## src/verilog/tcpu_pkg.sv

```systemverilog
// Constants for the three-channel PWM unit
`default_nettype none
package tcpu_pkg;
  localparam int unsigned NGEN = 3;
  localparam int unsigned CW   = 16;
  // Global register byte offsets
  localparam logic [7:0] OFF_CTL    = 8'h00;
  localparam logic [7:0] OFF_SYNC   = 8'h04;
  localparam logic [7:0] OFF_ENABLE = 8'h08;
  localparam logic [7:0] OFF_INVERT = 8'h0c;
  localparam logic [7:0] OFF_FAULT  = 8'h10;
  localparam logic [7:0] OFF_STATUS = 8'h20;
  // Generator blocks: base plus stride, then local offsets
  localparam logic [7:0] GEN_BASE   = 8'h40;
  localparam logic [7:0] GEN_STRIDE = 8'h40;
  localparam logic [5:0] G_CTL      = 6'h00;
  localparam logic [5:0] G_INTEN    = 6'h04;
  localparam logic [5:0] G_LOAD     = 6'h10;
  localparam logic [5:0] G_COUNT    = 6'h14;
  localparam logic [5:0] G_CMPA     = 6'h18;
  localparam logic [5:0] G_CMPB     = 6'h1c;
  localparam logic [5:0] G_GENA     = 6'h20;
  localparam logic [5:0] G_GENB     = 6'h24;
  localparam logic [5:0] G_DBCTL    = 6'h28;
  localparam logic [5:0] G_DBRISE   = 6'h2c;
  localparam logic [5:0] G_DBFALL   = 6'h30;
  // Generator control fields
  localparam int unsigned CTL_EN    = 0;
  localparam int unsigned CTL_UPDN  = 1;
  localparam int unsigned CTL_DBGRUN = 2;
  localparam int unsigned CTL_SYNCUPD = 3;
  localparam int unsigned CTL_W     = 4;
  // Event bit positions; actions are two bits per event
  localparam int unsigned EV_ZERO = 0;
  localparam int unsigned EV_LOAD = 1;
  localparam int unsigned EV_AU   = 2;
  localparam int unsigned EV_AD   = 3;
  localparam int unsigned EV_BU   = 4;
  localparam int unsigned EV_BD   = 5;
  localparam int unsigned NEV     = 6;
  localparam int unsigned TRG_POS = 8;
  localparam int unsigned INTEN_W = 14;
  localparam int unsigned ACT_W   = 12;
  localparam logic [1:0] ACT_NONE = 2'h0;
  localparam logic [1:0] ACT_TOG  = 2'h1;
  localparam logic [1:0] ACT_LOW  = 2'h2;
  localparam logic [1:0] ACT_HIGH = 2'h3;
  localparam logic [31:0] RST_VAL = 32'h0000_0000;
endpackage : tcpu_pkg
`default_nettype wire

```

## src/verilog/tcpu_gen_if.sv

```systemverilog
// Connection between the register block and one generator
`timescale 1ns/1ps
`default_nettype none
interface tcpu_gen_if;
  import tcpu_pkg::*;
  logic [CTL_W-1:0]   ctl;
  logic [CW-1:0]      pend_load;
  logic [CW-1:0]      pend_cmpa;
  logic [CW-1:0]      pend_cmpb;
  logic               param_wr;
  logic               upd_req;
  logic               cnt_rst;
  logic [ACT_W-1:0]   gena;
  logic [ACT_W-1:0]   genb;
  logic               db_en;
  logic [CW-1:0]      db_rise;
  logic [CW-1:0]      db_fall;
  logic [INTEN_W-1:0] inten;
  logic [CW-1:0]      count;
  logic               out_first;
  logic               out_second;
  logic               irq;
  logic               trig;
  modport gen (input ctl, pend_load, pend_cmpa, pend_cmpb, param_wr, upd_req,
               cnt_rst, gena, genb, db_en, db_rise, db_fall, inten,
               output count, out_first, out_second, irq, trig);
  modport ctl_side (output ctl, pend_load, pend_cmpa, pend_cmpb, param_wr,
                    upd_req, cnt_rst, gena, genb, db_en, db_rise, db_fall,
                    inten, input count, out_first, out_second, irq, trig);
endinterface : tcpu_gen_if
`default_nettype wire

```

## src/verilog/tcpu_gen.sv

```systemverilog
// One generator block: counter, comparators, signal generator, dead-band
`timescale 1ns/1ps
`default_nettype none
module tcpu_gen
  import tcpu_pkg::*;
(
  input  wire logic pclk,
  input  wire logic presetn,
  input  wire logic stall,
  tcpu_gen_if.gen   g
);
  typedef struct packed {
    logic [CW-1:0] cnt;
    logic          dir;
    logic [CW-1:0] load;
    logic [CW-1:0] cmpa;
    logic [CW-1:0] cmpb;
    logic          dirty;
    logic          armed;
    logic          a;
    logic          b;
    logic [CW-1:0] dbcnt;
    logic          irq;
    logic          trig;
  } tcpu_gen_st_t;

  tcpu_gen_st_t s, next_s;
  logic [NEV-1:0] ev;
  logic [NEV-1:0] evm;
  logic           run;
  logic           updn;

  function automatic logic act(input logic cur, input logic [1:0] code);
    unique case (code)
      ACT_NONE: act = cur;
      ACT_TOG:  act = ~cur;
      ACT_LOW:  act = 1'b0;
      ACT_HIGH: act = 1'b1;
    endcase
  endfunction : act

  function automatic logic [1:0] sel(input logic [ACT_W-1:0] v, input int unsigned e);
    sel = v[2*e +: 2];
  endfunction : sel

  always_comb begin
    updn = g.ctl[CTL_UPDN];
    // Halt at zero under stall unless set to keep running
    run = g.ctl[CTL_EN] & ~(stall & ~g.ctl[CTL_DBGRUN] & (s.cnt == '0));
    ev = '0;
    ev[EV_ZERO] = run & (s.cnt == '0);
    ev[EV_LOAD] = run & (s.cnt == s.load);
    ev[EV_AU] = run & (s.cnt == s.cmpa) & (s.cmpa <= s.load) & s.dir;
    ev[EV_AD] = run & (s.cnt == s.cmpa) & (s.cmpa <= s.load) & ~s.dir;
    ev[EV_BU] = run & (s.cnt == s.cmpb) & (s.cmpb <= s.load) & s.dir;
    ev[EV_BD] = run & (s.cnt == s.cmpb) & (s.cmpb <= s.load) & ~s.dir;
    evm = ev;
    if (ev[EV_ZERO] | ev[EV_LOAD]) begin
      evm[EV_BD:EV_AU] = '0;
    end
    if (!updn) begin
      evm[EV_AU] = 1'b0;
      evm[EV_BU] = 1'b0;
    end
    next_s = s;
    // Deferred parameter update, ahead of the counter so a reload at zero uses the new load
    if (g.upd_req && s.dirty) begin
      next_s.armed = 1'b1;
    end
    if (ev[EV_ZERO] && s.dirty && (!g.ctl[CTL_SYNCUPD] || s.armed)) begin
      next_s.load = g.pend_load;
      next_s.cmpa = g.pend_cmpa;
      next_s.cmpb = g.pend_cmpb;
      next_s.dirty = 1'b0;
      next_s.armed = 1'b0;
    end
    // Counter
    if (g.cnt_rst) begin
      next_s.cnt = '0;
      next_s.dir = updn;
    end else if (run) begin
      if (!updn) begin
        next_s.dir = 1'b0;
        next_s.cnt = (s.cnt == '0) ? next_s.load : s.cnt - 1'b1;
      end else if (s.dir) begin
        if (s.cnt >= s.load) begin
          next_s.dir = 1'b0;
          next_s.cnt = (s.load == '0) ? '0 : s.cnt - 1'b1;
        end else begin
          next_s.cnt = s.cnt + 1'b1;
        end
      end else if (s.cnt == '0) begin
        next_s.dir = 1'b1;
        next_s.cnt = (next_s.load == '0) ? '0 : 16'h0001;
      end else begin
        next_s.cnt = s.cnt - 1'b1;
      end
    end
    if (g.param_wr) begin
      next_s.dirty = 1'b1;
    end
    // Signal generator
    for (int unsigned e = 0; e < 2; e++) begin
      if (evm[e]) begin
        next_s.a = act(next_s.a, sel(g.gena, e));
        next_s.b = act(next_s.b, sel(g.genb, e));
      end
    end
    if (evm[EV_AU] | evm[EV_AD]) begin
      next_s.a = act(next_s.a, sel(g.gena, evm[EV_AU] ? EV_AU : EV_AD));
    end else if (evm[EV_BU] | evm[EV_BD]) begin
      next_s.a = act(next_s.a, sel(g.gena, evm[EV_BU] ? EV_BU : EV_BD));
    end
    if (evm[EV_BU] | evm[EV_BD]) begin
      next_s.b = act(next_s.b, sel(g.genb, evm[EV_BU] ? EV_BU : EV_BD));
    end else if (evm[EV_AU] | evm[EV_AD]) begin
      next_s.b = act(next_s.b, sel(g.genb, evm[EV_AU] ? EV_AU : EV_AD));
    end
    // Cycles since the first output last changed, saturating
    if (next_s.a != s.a) begin
      next_s.dbcnt = '0;
    end else if (s.dbcnt != '1) begin
      next_s.dbcnt = s.dbcnt + 1'b1;
    end
    next_s.irq  = |(ev & g.inten[NEV-1:0]);
    next_s.trig = |(ev & g.inten[TRG_POS +: NEV]);
  end

  always_ff @(posedge pclk or negedge presetn) begin
    if (!presetn) begin
      s <= '0;
    end else begin
      s <= next_s;
    end
  end

  always_comb begin
    g.count = s.cnt;
    g.irq   = s.irq;
    g.trig  = s.trig;
    if (!g.db_en) begin
      g.out_first  = s.a;
      g.out_second = s.b;
    end else begin
      g.out_first  = s.a & (s.dbcnt >= g.db_rise);
      g.out_second = ~s.a & (s.dbcnt >= g.db_fall);
    end
  end
endmodule : tcpu_gen
`default_nettype wire

```

## src/verilog/tcpu_top.sv

```systemverilog
// Three-channel PWM unit: APB registers, generators and output stage
//
// Functional notes
// - Count-down: load, down to zero, reload
// - Up/down: zero up to load, back down
// - Direction low in count-down, high counting up
// - Zero and load one-cycle pulses
// - Two comparators pulse on count equal match
// - Up/down matches split by direction
// - Match above load never pulses
// - Four events down mode, six up/down
// - Match ignored when zero or load coincides
// - Coincident matches: each output takes only its own action
// - Per event action: none, toggle, low, high
// - Dead-band off passes both outputs through
// - Dead-band on: first output rising delayed
// - Second output inverted, rising after falling delay
// - Selected events raise interrupt and trigger
// - Interrupt and trigger from raw events
// - Global command resets selected counters together
// - Immediate update takes effect at zero
// - Sync update waits for global request, zero
// - Fault forces enabled outputs inactive, interrupts
// - Stall: halt at zero or keep running
// - Enable register gates outputs, optional inversion
// - Counter, load and match are 16 bits
//
// Local design decisions: the APB interface to the registers and the register addresses.
`timescale 1ns/1ps
`default_nettype none
module tcpu_top
  import tcpu_pkg::*;
(
  input  wire logic        pclk,
  input  wire logic        presetn,
  input  wire logic        psel,
  input  wire logic        penable,
  input  wire logic        pwrite,
  input  wire logic [11:0] paddr,
  input  wire logic [31:0] pwdata,
  output logic             pready,
  output logic [31:0]      prdata,
  output logic             pslverr,
  input  wire logic        fault_in,
  input  wire logic        dbg_stall,
  output logic [5:0]       pwm_out,
  output logic [2:0]       gen_irq,
  output logic [2:0]       adc_trig,
  output logic             fault_irq
);
  typedef struct packed {
    logic [5:0]                 enable;
    logic [5:0]                 invert;
    logic [5:0]                 fault_en;
    logic                       flt_s1;
    logic                       flt_s2;
    logic                       flt_d;
    logic                       flt_irq;
    logic [31:0]                rdata;
    logic                       err;
    logic [5:0]                 pwm;
    logic [2:0]                 irq;
    logic [2:0]                 trig;
    logic [NGEN-1:0][CTL_W-1:0] ctl;
    logic [NGEN-1:0][INTEN_W-1:0] inten;
    logic [NGEN-1:0][CW-1:0]    load;
    logic [NGEN-1:0][CW-1:0]    cmpa;
    logic [NGEN-1:0][CW-1:0]    cmpb;
    logic [NGEN-1:0][ACT_W-1:0] gena;
    logic [NGEN-1:0][ACT_W-1:0] genb;
    logic [NGEN-1:0]            db_en;
    logic [NGEN-1:0][CW-1:0]    db_rise;
    logic [NGEN-1:0][CW-1:0]    db_fall;
  } tcpu_st_t;

  tcpu_st_t       s, next_s;
  tcpu_gen_if     gi [NGEN] ();
  logic           setup;
  logic           wr;
  logic [NGEN-1:0] upd_req;
  logic [NGEN-1:0] cnt_rst;
  logic [NGEN-1:0] param_wr;
  logic [5:0]     raw;
  logic [CW-1:0]  count [NGEN];
  logic [NGEN-1:0] girq;
  logic [NGEN-1:0] gtrig;

  // Decode: which generator an address falls in, or NGEN if none
  function automatic int unsigned gen_of(input logic [11:0] a);
    gen_of = NGEN;
    for (int unsigned i = 0; i < NGEN; i++) begin
      if (a[11:6] == 6'((GEN_BASE + GEN_STRIDE * i) >> 6)) begin
        gen_of = i;
      end
    end
  endfunction : gen_of

  function automatic logic is_mapped(input logic [11:0] a);
    logic       ok;
    logic [5:0] o;
    ok = 1'b0;
    o = a[5:0];
    if (gen_of(a) < NGEN) begin
      ok = (o == G_CTL) | (o == G_INTEN) | (o == G_LOAD) | (o == G_COUNT) |
           (o == G_CMPA) | (o == G_CMPB) | (o == G_GENA) | (o == G_GENB) |
           (o == G_DBCTL) | (o == G_DBRISE) | (o == G_DBFALL);
    end else if (a[11:8] == 4'h0) begin
      ok = (a[7:0] == OFF_CTL) | (a[7:0] == OFF_SYNC) | (a[7:0] == OFF_ENABLE) |
           (a[7:0] == OFF_INVERT) | (a[7:0] == OFF_FAULT) | (a[7:0] == OFF_STATUS);
    end
    is_mapped = ok & (a[1:0] == 2'h0);
  endfunction : is_mapped

  for (genvar i = 0; i < NGEN; i++) begin : g_gen
    assign gi[i].ctl       = s.ctl[i];
    assign gi[i].pend_load = s.load[i];
    assign gi[i].pend_cmpa = s.cmpa[i];
    assign gi[i].pend_cmpb = s.cmpb[i];
    assign gi[i].param_wr  = param_wr[i];
    assign gi[i].upd_req   = upd_req[i];
    assign gi[i].cnt_rst   = cnt_rst[i];
    assign gi[i].gena      = s.gena[i];
    assign gi[i].genb      = s.genb[i];
    assign gi[i].db_en     = s.db_en[i];
    assign gi[i].db_rise   = s.db_rise[i];
    assign gi[i].db_fall   = s.db_fall[i];
    assign gi[i].inten     = s.inten[i];
    assign count[i]        = gi[i].count;
    assign raw[2*i]        = gi[i].out_first;
    assign raw[2*i+1]      = gi[i].out_second;
    assign girq[i]         = gi[i].irq;
    assign gtrig[i]        = gi[i].trig;

    tcpu_gen u_gen (
      .pclk    (pclk),
      .presetn (presetn),
      .stall   (dbg_stall),
      .g       (gi[i])
    );
  end

  always_comb begin
    int unsigned gsel;
    logic [5:0]  o;
    gsel = gen_of(paddr);
    o = paddr[5:0];
    setup = psel & ~penable;
    wr = psel & penable & pwrite & is_mapped(paddr);
    upd_req = '0;
    cnt_rst = '0;
    param_wr = '0;
    next_s = s;
    // Fault pin passes two flip-flops before use
    next_s.flt_s1 = fault_in;
    next_s.flt_s2 = s.flt_s1;
    next_s.flt_d = s.flt_s2;
    next_s.flt_irq = s.flt_s2 & ~s.flt_d;
    next_s.irq = girq;
    next_s.trig = gtrig;
    // Read data and error are prepared in the setup cycle
    if (setup) begin
      next_s.err = ~is_mapped(paddr);
      next_s.rdata = RST_VAL;
      if (gsel < NGEN) begin
        unique case (o)
          G_CTL:    next_s.rdata = 32'(s.ctl[gsel]);
          G_INTEN:  next_s.rdata = 32'(s.inten[gsel]);
          G_LOAD:   next_s.rdata = 32'(s.load[gsel]);
          G_COUNT:  next_s.rdata = 32'(count[gsel]);
          G_CMPA:   next_s.rdata = 32'(s.cmpa[gsel]);
          G_CMPB:   next_s.rdata = 32'(s.cmpb[gsel]);
          G_GENA:   next_s.rdata = 32'(s.gena[gsel]);
          G_GENB:   next_s.rdata = 32'(s.genb[gsel]);
          G_DBCTL:  next_s.rdata = 32'(s.db_en[gsel]);
          G_DBRISE: next_s.rdata = 32'(s.db_rise[gsel]);
          G_DBFALL: next_s.rdata = 32'(s.db_fall[gsel]);
          default:  next_s.rdata = RST_VAL;
        endcase
      end else begin
        unique case (paddr[7:0])
          OFF_ENABLE: next_s.rdata = 32'(s.enable);
          OFF_INVERT: next_s.rdata = 32'(s.invert);
          OFF_FAULT:  next_s.rdata = 32'(s.fault_en);
          OFF_STATUS: next_s.rdata = 32'(s.flt_s2);
          default:    next_s.rdata = RST_VAL;
        endcase
      end
    end
    if (wr) begin
      if (gsel < NGEN) begin
        unique case (o)
          G_CTL:    next_s.ctl[gsel] = pwdata[CTL_W-1:0];
          G_INTEN:  next_s.inten[gsel] = pwdata[INTEN_W-1:0];
          G_LOAD: begin
            next_s.load[gsel] = pwdata[CW-1:0];
            param_wr[gsel] = 1'b1;
          end
          G_CMPA: begin
            next_s.cmpa[gsel] = pwdata[CW-1:0];
            param_wr[gsel] = 1'b1;
          end
          G_CMPB: begin
            next_s.cmpb[gsel] = pwdata[CW-1:0];
            param_wr[gsel] = 1'b1;
          end
          G_GENA:   next_s.gena[gsel] = pwdata[ACT_W-1:0];
          G_GENB:   next_s.genb[gsel] = pwdata[ACT_W-1:0];
          G_DBCTL:  next_s.db_en[gsel] = pwdata[0];
          G_DBRISE: next_s.db_rise[gsel] = pwdata[CW-1:0];
          G_DBFALL: next_s.db_fall[gsel] = pwdata[CW-1:0];
          default:  next_s.err = s.err;
        endcase
      end else begin
        unique case (paddr[7:0])
          OFF_CTL:    upd_req = pwdata[NGEN-1:0];
          OFF_SYNC:   cnt_rst = pwdata[NGEN-1:0];
          OFF_ENABLE: next_s.enable = pwdata[5:0];
          OFF_INVERT: next_s.invert = pwdata[5:0];
          OFF_FAULT:  next_s.fault_en = pwdata[5:0];
          default:    next_s.err = s.err;
        endcase
      end
    end
    // Output stage: gate, force inactive on fault, then polarity
    for (int unsigned k = 0; k < 6; k++) begin
      next_s.pwm[k] = raw[k] & s.enable[k];
      if (s.fault_en[k] && s.flt_s2) begin
        next_s.pwm[k] = 1'b0;
      end
      next_s.pwm[k] = next_s.pwm[k] ^ s.invert[k];
    end
  end

  always_ff @(posedge pclk or negedge presetn) begin
    if (!presetn) begin
      s <= '0;
    end else begin
      s <= next_s;
    end
  end

  assign pready    = 1'b1;
  assign prdata    = s.rdata;
  assign pslverr   = psel & penable & s.err;
  assign pwm_out   = s.pwm;
  assign gen_irq   = s.irq;
  assign adc_trig  = s.trig;
  assign fault_irq = s.flt_irq;
endmodule : tcpu_top
`default_nettype wire
```

## config.mk

```make
export PLATFORM = sky130hd
export DESIGN_NAME = tcpu_top
export DESIGN_NICKNAME = d
export VERILOG_FILES = /design/src/verilog/tcpu_pkg.sv /design/src/verilog/tcpu_gen_if.sv /design/src/verilog/tcpu_gen.sv /design/src/verilog/tcpu_top.sv
export SDC_FILE = /design/constraint.sdc
export NUM_CORES = 2
export LEC_CHECK = 0
export BUFFER_PORTS_ARGS = -buffer_cell sky130_fd_sc_hd__buf_2
export CAP_MARGIN = 20
export CORE_MARGIN = 5
export CORE_UTILIZATION = 45
export CTS_CLUSTER_SIZE = 40
export DETAILED_ROUTE_END_ITERATION = 6
export PLACE_DENSITY = 0.63
export SLEW_MARGIN = 15
export SYNTH_ARGS = -nofsm -noshare
export SYNTH_HDL_FRONTEND = slang
export SYNTH_HIERARCHICAL = 1
export SYNTH_SLANG_ARGS = --single-unit
```

## constraint.sdc

```tcl
create_clock -name pclk -period 3.65 [get_ports pclk]
set_input_delay 0.1825 -clock pclk [delete_from_list [all_inputs] [get_ports pclk]]
set_output_delay 0.1825 -clock pclk [all_outputs]
set_load 0.03 [all_outputs]
```

### After elaboration in Yosys (flattened, before gate mapping)

Index checks and enable logic that the tools add are counted.

| operators by class | value |
|---|---|
| $lt $le $gt $ge | 20 |
| add/sub/neg operators | 9 |
| shift-type cells | 12 |
| equal/unequal tests | 107 |
| bitwise gates (word level) | 127 |
| reduce and logical (&&, ||, !) cells | 94 |
| mux-type cells | 185 |

Operator list:

| cell | count |
|---|---|
| $mux 16 | 27 |
| $shiftx 12x33->2 | 12 |
| $bwmux 48 | 5 |
| $mux 17 | 12 |
| $bmux 16 s2 | 6 |
| $pmux 16 s11 | 1 |
| $mux 50 | 3 |
| $eq 16x16->1 | 9 |
| $ge 16x16->1 | 9 |
| $logic_not 16->1 | 9 |
| $add 16x1->16 const B | 6 |
| $eq 2x2->1 const B | 48 |
| $le 16x16->1 | 6 |
| $pmux 1 s4 | 24 |
| $bwmux 36 | 2 |
| $lt 32x2->1 const B | 2 |
| $mux 32 | 2 |
| $mux 1 | 62 |
| $and 1x1->1 | 59 |
| $logic_not 2->1 | 25 |
| $bmux 12 s2 | 2 |
| $eq 2x1->1 const B | 24 |
| $ne 16x16->1 const B | 3 |
| $sub 16x1->16 const B | 3 |
| 50 further kinds | 193 |

| storage, ports and cells | value |
|---|---|
| input bits | 51 |
| register bits after elaboration | 697 |
| word-level logic and storage cells | 630 |
| output and inout port bits | 47 |

### Logic depth before layout (Yosys ltp)

| logic depth | value |
|---|---|
| depth after elaboration | 25 |
| gate-level depth with buffers | 15 |
| mapped depth without buffers | 13 |

### By module

The synthesis kept the hierarchy.

Modules (own cells, without submodules):

| module | instances | area each (um2) | cells an instance |
|---|---|---|---|
| tcpu_top | 1 | 20079.3 | 1517 |
| tcpu_gen (g_gen[0].u_gen ...) | 2 | 7810.0 | 970 |
| tcpu_gen (g_gen[2].u_gen) | 1 | 7880.1 | 961 |

### Worst setup path after synthesis

No wires, ideal clock.

| timing path | value |
|---|---|
| kind | reg2reg |
| start point | register g_gen[2].u_gen.s, in the netlist g_gen[2].u_gen/g.count[0] |
| end point | register g_gen[2].u_gen/s[12] in the netlist's numbering |
| library setup time | 0.121 ns |
| period minus slack after synthesis | 3.458 ns |
| arrival time | 3.337 ns |
| slack | 0.192 ns |
| cell stages (with the launch flop) | 15 |
| cells stage by stage | dfrtp_1 clkbuf_1 inv_1 ha_1 nor4b_4 and4_1 buf_6 a2111o_1 nand2b_1 a21oi_1 a211oi_1 or2_4 a221oi_4 buf_8 nor2_2 |

| between the ends | value |
|---|---|
| cells in the longest elaborated chain, start to end | 17 |
| elaborated cells on any way between the ends | 47 |
| classes of those cells | eq/ne (10); shift (2); mux (13); bitwise (18); reduce/logical (4) |

RTL lines:

| element | RTL line | text |
|---|---|---|
| start: declaration | tcpu_gen.sv:27 | `tcpu_gen_st_t s, next_s;` |
| start signal: assignment | tcpu_gen.sv:133 | `s <= next_s;` |
| $logic_not 16->1 | tcpu_gen.sv:49, tcpu_gen.sv:51 |  |
| $and 1x1->1 | tcpu_gen.sv:49 | `run = g.ctl[CTL_EN] & ~(stall & ~g.ctl[CTL_DBGRUN] & (s.cnt == '0));` |
| $not 1->1 | tcpu_gen.sv:49 |  |
| $and 1x1->1 | tcpu_gen.sv:49 |  |
| $and 1x1->1 (2 in a row) | tcpu_gen.sv:55, tcpu_gen.sv:56 |  |
| $and 1x1->1 | tcpu_gen.sv:55 | `ev[EV_BU] = run & (s.cnt == s.cmpb) & (s.cmpb <= s.load) & s.dir;` |
| $mux 4 | tcpu_gen.sv:58 | `if (ev[EV_ZERO] \| ev[EV_LOAD]) begin` |
| $mux 1 | tcpu_gen.sv:61 | `if (!updn) begin` |
| $mux 1 | tcpu_gen.sv:112 | `next_s.a = act(next_s.a, sel(g.gena, evm[EV_BU] ? EV_BU : EV_BD));` |
| $shiftx 12x33->2 | tcpu_gen.sv:43 | `sel = v[2*e +: 2];` |
| $eq 2x2->1 (tied with other cells) | tcpu_gen.sv:34 | `unique case (code)` |
| $pmux 1 s4 | tcpu_gen.sv:34 |  |
| $mux 1 | tcpu_gen.sv:111 | `end else if (evm[EV_BU] \| evm[EV_BD]) begin` |
| $mux 1 * | tcpu_gen.sv:109 | `if (evm[EV_AU] \| evm[EV_AD]) begin` |
| $ne 1x1->1 * | tcpu_gen.sv:120 | `if (next_s.a != s.a) begin` |
| $mux 16 / $reduce_bool 2->1 (equally long branches) | n/a |  |

Mark *: on every way between the ends. The rest lies on a longest branch, timed or not.
A chain may end at the register's enable or synchronous reset.

### Worst setup path in the final report

| timing path | value |
|---|---|
| start point | register g_gen[1].u_gen.s, in the netlist g_gen[1].u_gen/g.count[0] |
| end point | register g_gen[1].u_gen/s[4] in the netlist's numbering |

| between the ends | value |
|---|---|
| cells in the longest elaborated chain, start to end | 17 |
| elaborated cells on any way between the ends | 47 |
| classes of those cells | eq/ne (10); shift (2); mux (13); bitwise (18); reduce/logical (4) |

RTL lines:

| element | RTL line |
|---|---|
| start: declaration | tcpu_gen.sv:27 |
| start signal: assignment | tcpu_gen.sv:133 |
| $logic_not 16->1 | tcpu_gen.sv:49, tcpu_gen.sv:51 |
| $and 1x1->1 | tcpu_gen.sv:49 |
| $not 1->1 | tcpu_gen.sv:49 |
| $and 1x1->1 | tcpu_gen.sv:49 |
| $and 1x1->1 (2 in a row) | tcpu_gen.sv:55, tcpu_gen.sv:56 |
| $and 1x1->1 | tcpu_gen.sv:55 |
| $mux 4 | tcpu_gen.sv:58 |
| $mux 1 | tcpu_gen.sv:61 |
| $mux 1 | tcpu_gen.sv:112 |
| $shiftx 12x33->2 | tcpu_gen.sv:43 |
| $eq 2x2->1 (tied with other cells) | tcpu_gen.sv:34 |
| $pmux 1 s4 | tcpu_gen.sv:34 |
| $mux 1 | tcpu_gen.sv:111 |
| $mux 1 * | tcpu_gen.sv:109 |
| $ne 1x1->1 * | tcpu_gen.sv:120 |
| $mux 16 / $reduce_bool 2->1 (equally long branches) | n/a |

Marked as above.

==> metrics.yaml <==
ff2ff_path_depth: 13
timing.final.hold_violations: 0
antenna_found_initial: 7
drt-initial-drc-count: 4295
ys_seq_elements: 681
ys.flop_type: "dfrtp_1"
cp.arrival_ns: 4.08
wire_per_inst_um: 27.01
yosys.area_share.simple_pct: 15.31
pin_count: 98
fin_crit_ns: 3.561
tns_ns: 0
grt_pass1_wl_um: 232500
core_mm2: 0.09642
min_path_cells: 3
first_pass_iters: 7
leakage_nw: 23.49
synthXorXnorAreaFrac_pct: 3.778
critPathKind: "flip-flop to flip-flop"
cts_buffers: 82
num_rows: 114
crit_required_ns: 4.17
relSlewSlack_pct: 25.42
grt_max_degree: 107
violations: "design-rule violations"
cts-root-buf: "clkbuf_16"
dieArea_mm2: 0.1032
p_total_mw: 16.74
clk_pin_slew_ns: 0.06
ys_types: 99
layout-drive-gt1-share_pct: 21.25
crit_fanout: 8
peakVddDrop_mv: 0.3122
netlist_area_mm2: 0.04358
ys_async_sr_fraction_pct: 100.0
yosys.area.top_type: "dfrtp_1"
fin_nets: 4771
drc: 5
num_vias: 36190
reg2reg_slack_ns: 0.09
synth_cells: 4418
syn2layout_area_growth_pct: 11.52
start_util_pct: 45.20
fp.dieW_um: 321.2
worst_pin_slew_ns: 1.109
io_buffers: 64
synthMuxAreaShare_pct: 15.32
synth_area_per_cell_um2: 9.864
rr_endpoint: "g_gen[1].u_gen/s[4]"
clock_path_buffers: 3
synth.area.top_cells: "dfrtp_1, mux2_2, ha_1"
setup_viol: 0
track_usage_pct: 29.70
powerDensity_mw_per_mm2: 344.3
hold_path_class: "input pin to flip-flop"
cap_violations: 0
ys_warn_count: 6
synth_top_family_by_area: "multiplexers"
final_common_cell: "dfrtp_1"
synth_compound_area_share_pct: 13.27
hp-start: "psel"
ys_seq_area_share_pct: 39.10
htreeDepth: 3
rr_startpoint: "g_gen[1].u_gen/g.count[0]"
status: "finished with violations"
hpwl_um: 117500
end_kind: "flip-flop"
postRouteAntennaNets: 0
totalWireLength_um: 157100
grt_pass1_vias: 35203
cts_tree: "yes"
synth_edf_count: 0
avgViaCountPerCell: 6.221
period_share_pct: 97.56
startpoint_type: "flip-flop"
fmax_mhz: 280.8
hold_path_end: "s[381]"
fin_worst_skew_ns: 0.03246
cts_sinks: 681
fill_cells: 8954
final_cell_mix: "dfrtp_1, nand2_1, mux2_2"
slew_violations: 0
synthAdderAreaFrac_pct: 7.149
overflow: 0
gp_congestion: 0.9936
synth_top_area_share_pct: 39.10
insertion_delay_ns: 0.67
die_h_um: 321.2
-- flip-flops by register name, indices dropped and copies added, names as in the netlist, 6 cells and up --
| signal | flops |
|---|---|
| g_gen.u_gen/s | 207 |
| s | 20 |
| gi.gena | 36 |
| pwm_out | 6 |
| gi.pend_cmpb | 48 |
| g_gen.u_gen/g.count | 48 |
| gi.db_rise | 48 |
| gi.pend_cmpa | 48 |
| prdata | 16 |
| gi.pend_load | 48 |
| gi.ctl | 12 |
| gi.genb | 36 |
| gi.db_fall | 48 |
| gi.inten | 42 |
-- synthesized netlist by cell type (all sizes together) (122+ instances only) --
cell	instances
nand2	485
mux2i	145
xor2	122
nor3	125
dfrtp	681
nor2	242
inv	201
clkbuf	166
ha	249
buf	176
mux2	464
a21oi	136
o21ai	139
-- kinds of logic after synthesis --
logic type	after synthesis
and+or+nand+nor	1310
AOI/OAI and AO/OA	834
DFF	681
muxes	609
buffers and inverters	545
adders and majority gates	249
xor gates and xnor gates	188
other	2
-- worst max-delay path: stages (launching register included) --
cell,delay [ns]
dfrtp_1,0.37
inv_1,0.09
ha_1,0.20
or3b_1,0.43
and4b_4,0.44
a41oi_2,0.16
a311o_1,0.36
a211oi_1,0.31
o2111ai_2,0.18
and3_4,0.23
a211oi_4,0.27
buf_12,0.18
buf_12,0.14
nor3_1,0.06
-- cell type report --
class,count,area (um^2),share of cell area (%)
antenna,4,10.01,0.02060
timing repair buffer,296,2275,4.680
inverter,203,762.0,1.568
sequential,681,17040,35.07
clock buffer,112,2336,4.807
clock inverter,38,509.2,1.048
multi-input combinational,3207,24070,49.52
tap,1276,1597,3.285
-- metal layers --
layer | vias to the layer above | global-route usage [%] | routed length, um
met5 | - | 0 | 14
met1 | 18049 | 41.11 | 66720
met4 | 4 | 13.50 | 8518
met3 | 427 | 5.304 | 13070
met2 | 1644 | 45.68 | 68780
li1 | 16066 | - | -
-- how the worst max path moves through the flow --
stage	to	startpoint	slack (ns)
after global placement	g_gen[1].u_gen/s[4]	g_gen[1].u_gen/g.count[0]	-0.05
after global routing	g_gen[0].u_gen/s[4]	g_gen[0].u_gen/g.count[0]	-0.05
final	g_gen[1].u_gen/s[4]	g_gen[1].u_gen/g.count[0]	0.09
after detailed placement	g_gen[1].u_gen/s[4]	g_gen[1].u_gen/g.count[0]	-0.07
after floorplan	g_gen[2].u_gen/s[12]	g_gen[2].u_gen/g.count[0]	0.19
after CTS	g_gen[1].u_gen/s[4]	g_gen[1].u_gen/g.count[11]	0.003
-- stage by stage --
stage	std cells	worst slack (ns)	instance area (um^2)	hold WS, ns	utilization [%]
after floorplan	4433	0.1919	43640	-0.1131	-
after global placement	5653	-0.04702	45540	0.2061	47.23
after detailed placement	5653	-0.07211	45540	0.2064	47.23
after CTS	5807	0.002606	48430	0.05259	50.22
after global routing	5813	-0.05271	48590	0.1149	50.39
final	5817	0.08904	48600	0.07414	50.40
-- timing repair --
item                                   in CTS  in global routing
setup endpoints to repair                  16                 38
endpoints found under the hold margin      85                  0
setup buffers                               0                  5
gates cloned                                0                  1
resized for setup                           1                 18
hold buffers                                4                  0
pin swaps                                   1                  5
-- power breakdown --
group | leakage, nW | switching [mW] | internal (mW)
logic | 13.0 | 0.456 | 0.0982
clock network | 1.35 | 3.58 | 5.04
registers | 9.15 | 0.00748 | 7.56
total | 23.5 | 4.04 | 12.7
No activity file was read; power rests on OpenSTA's default activity.
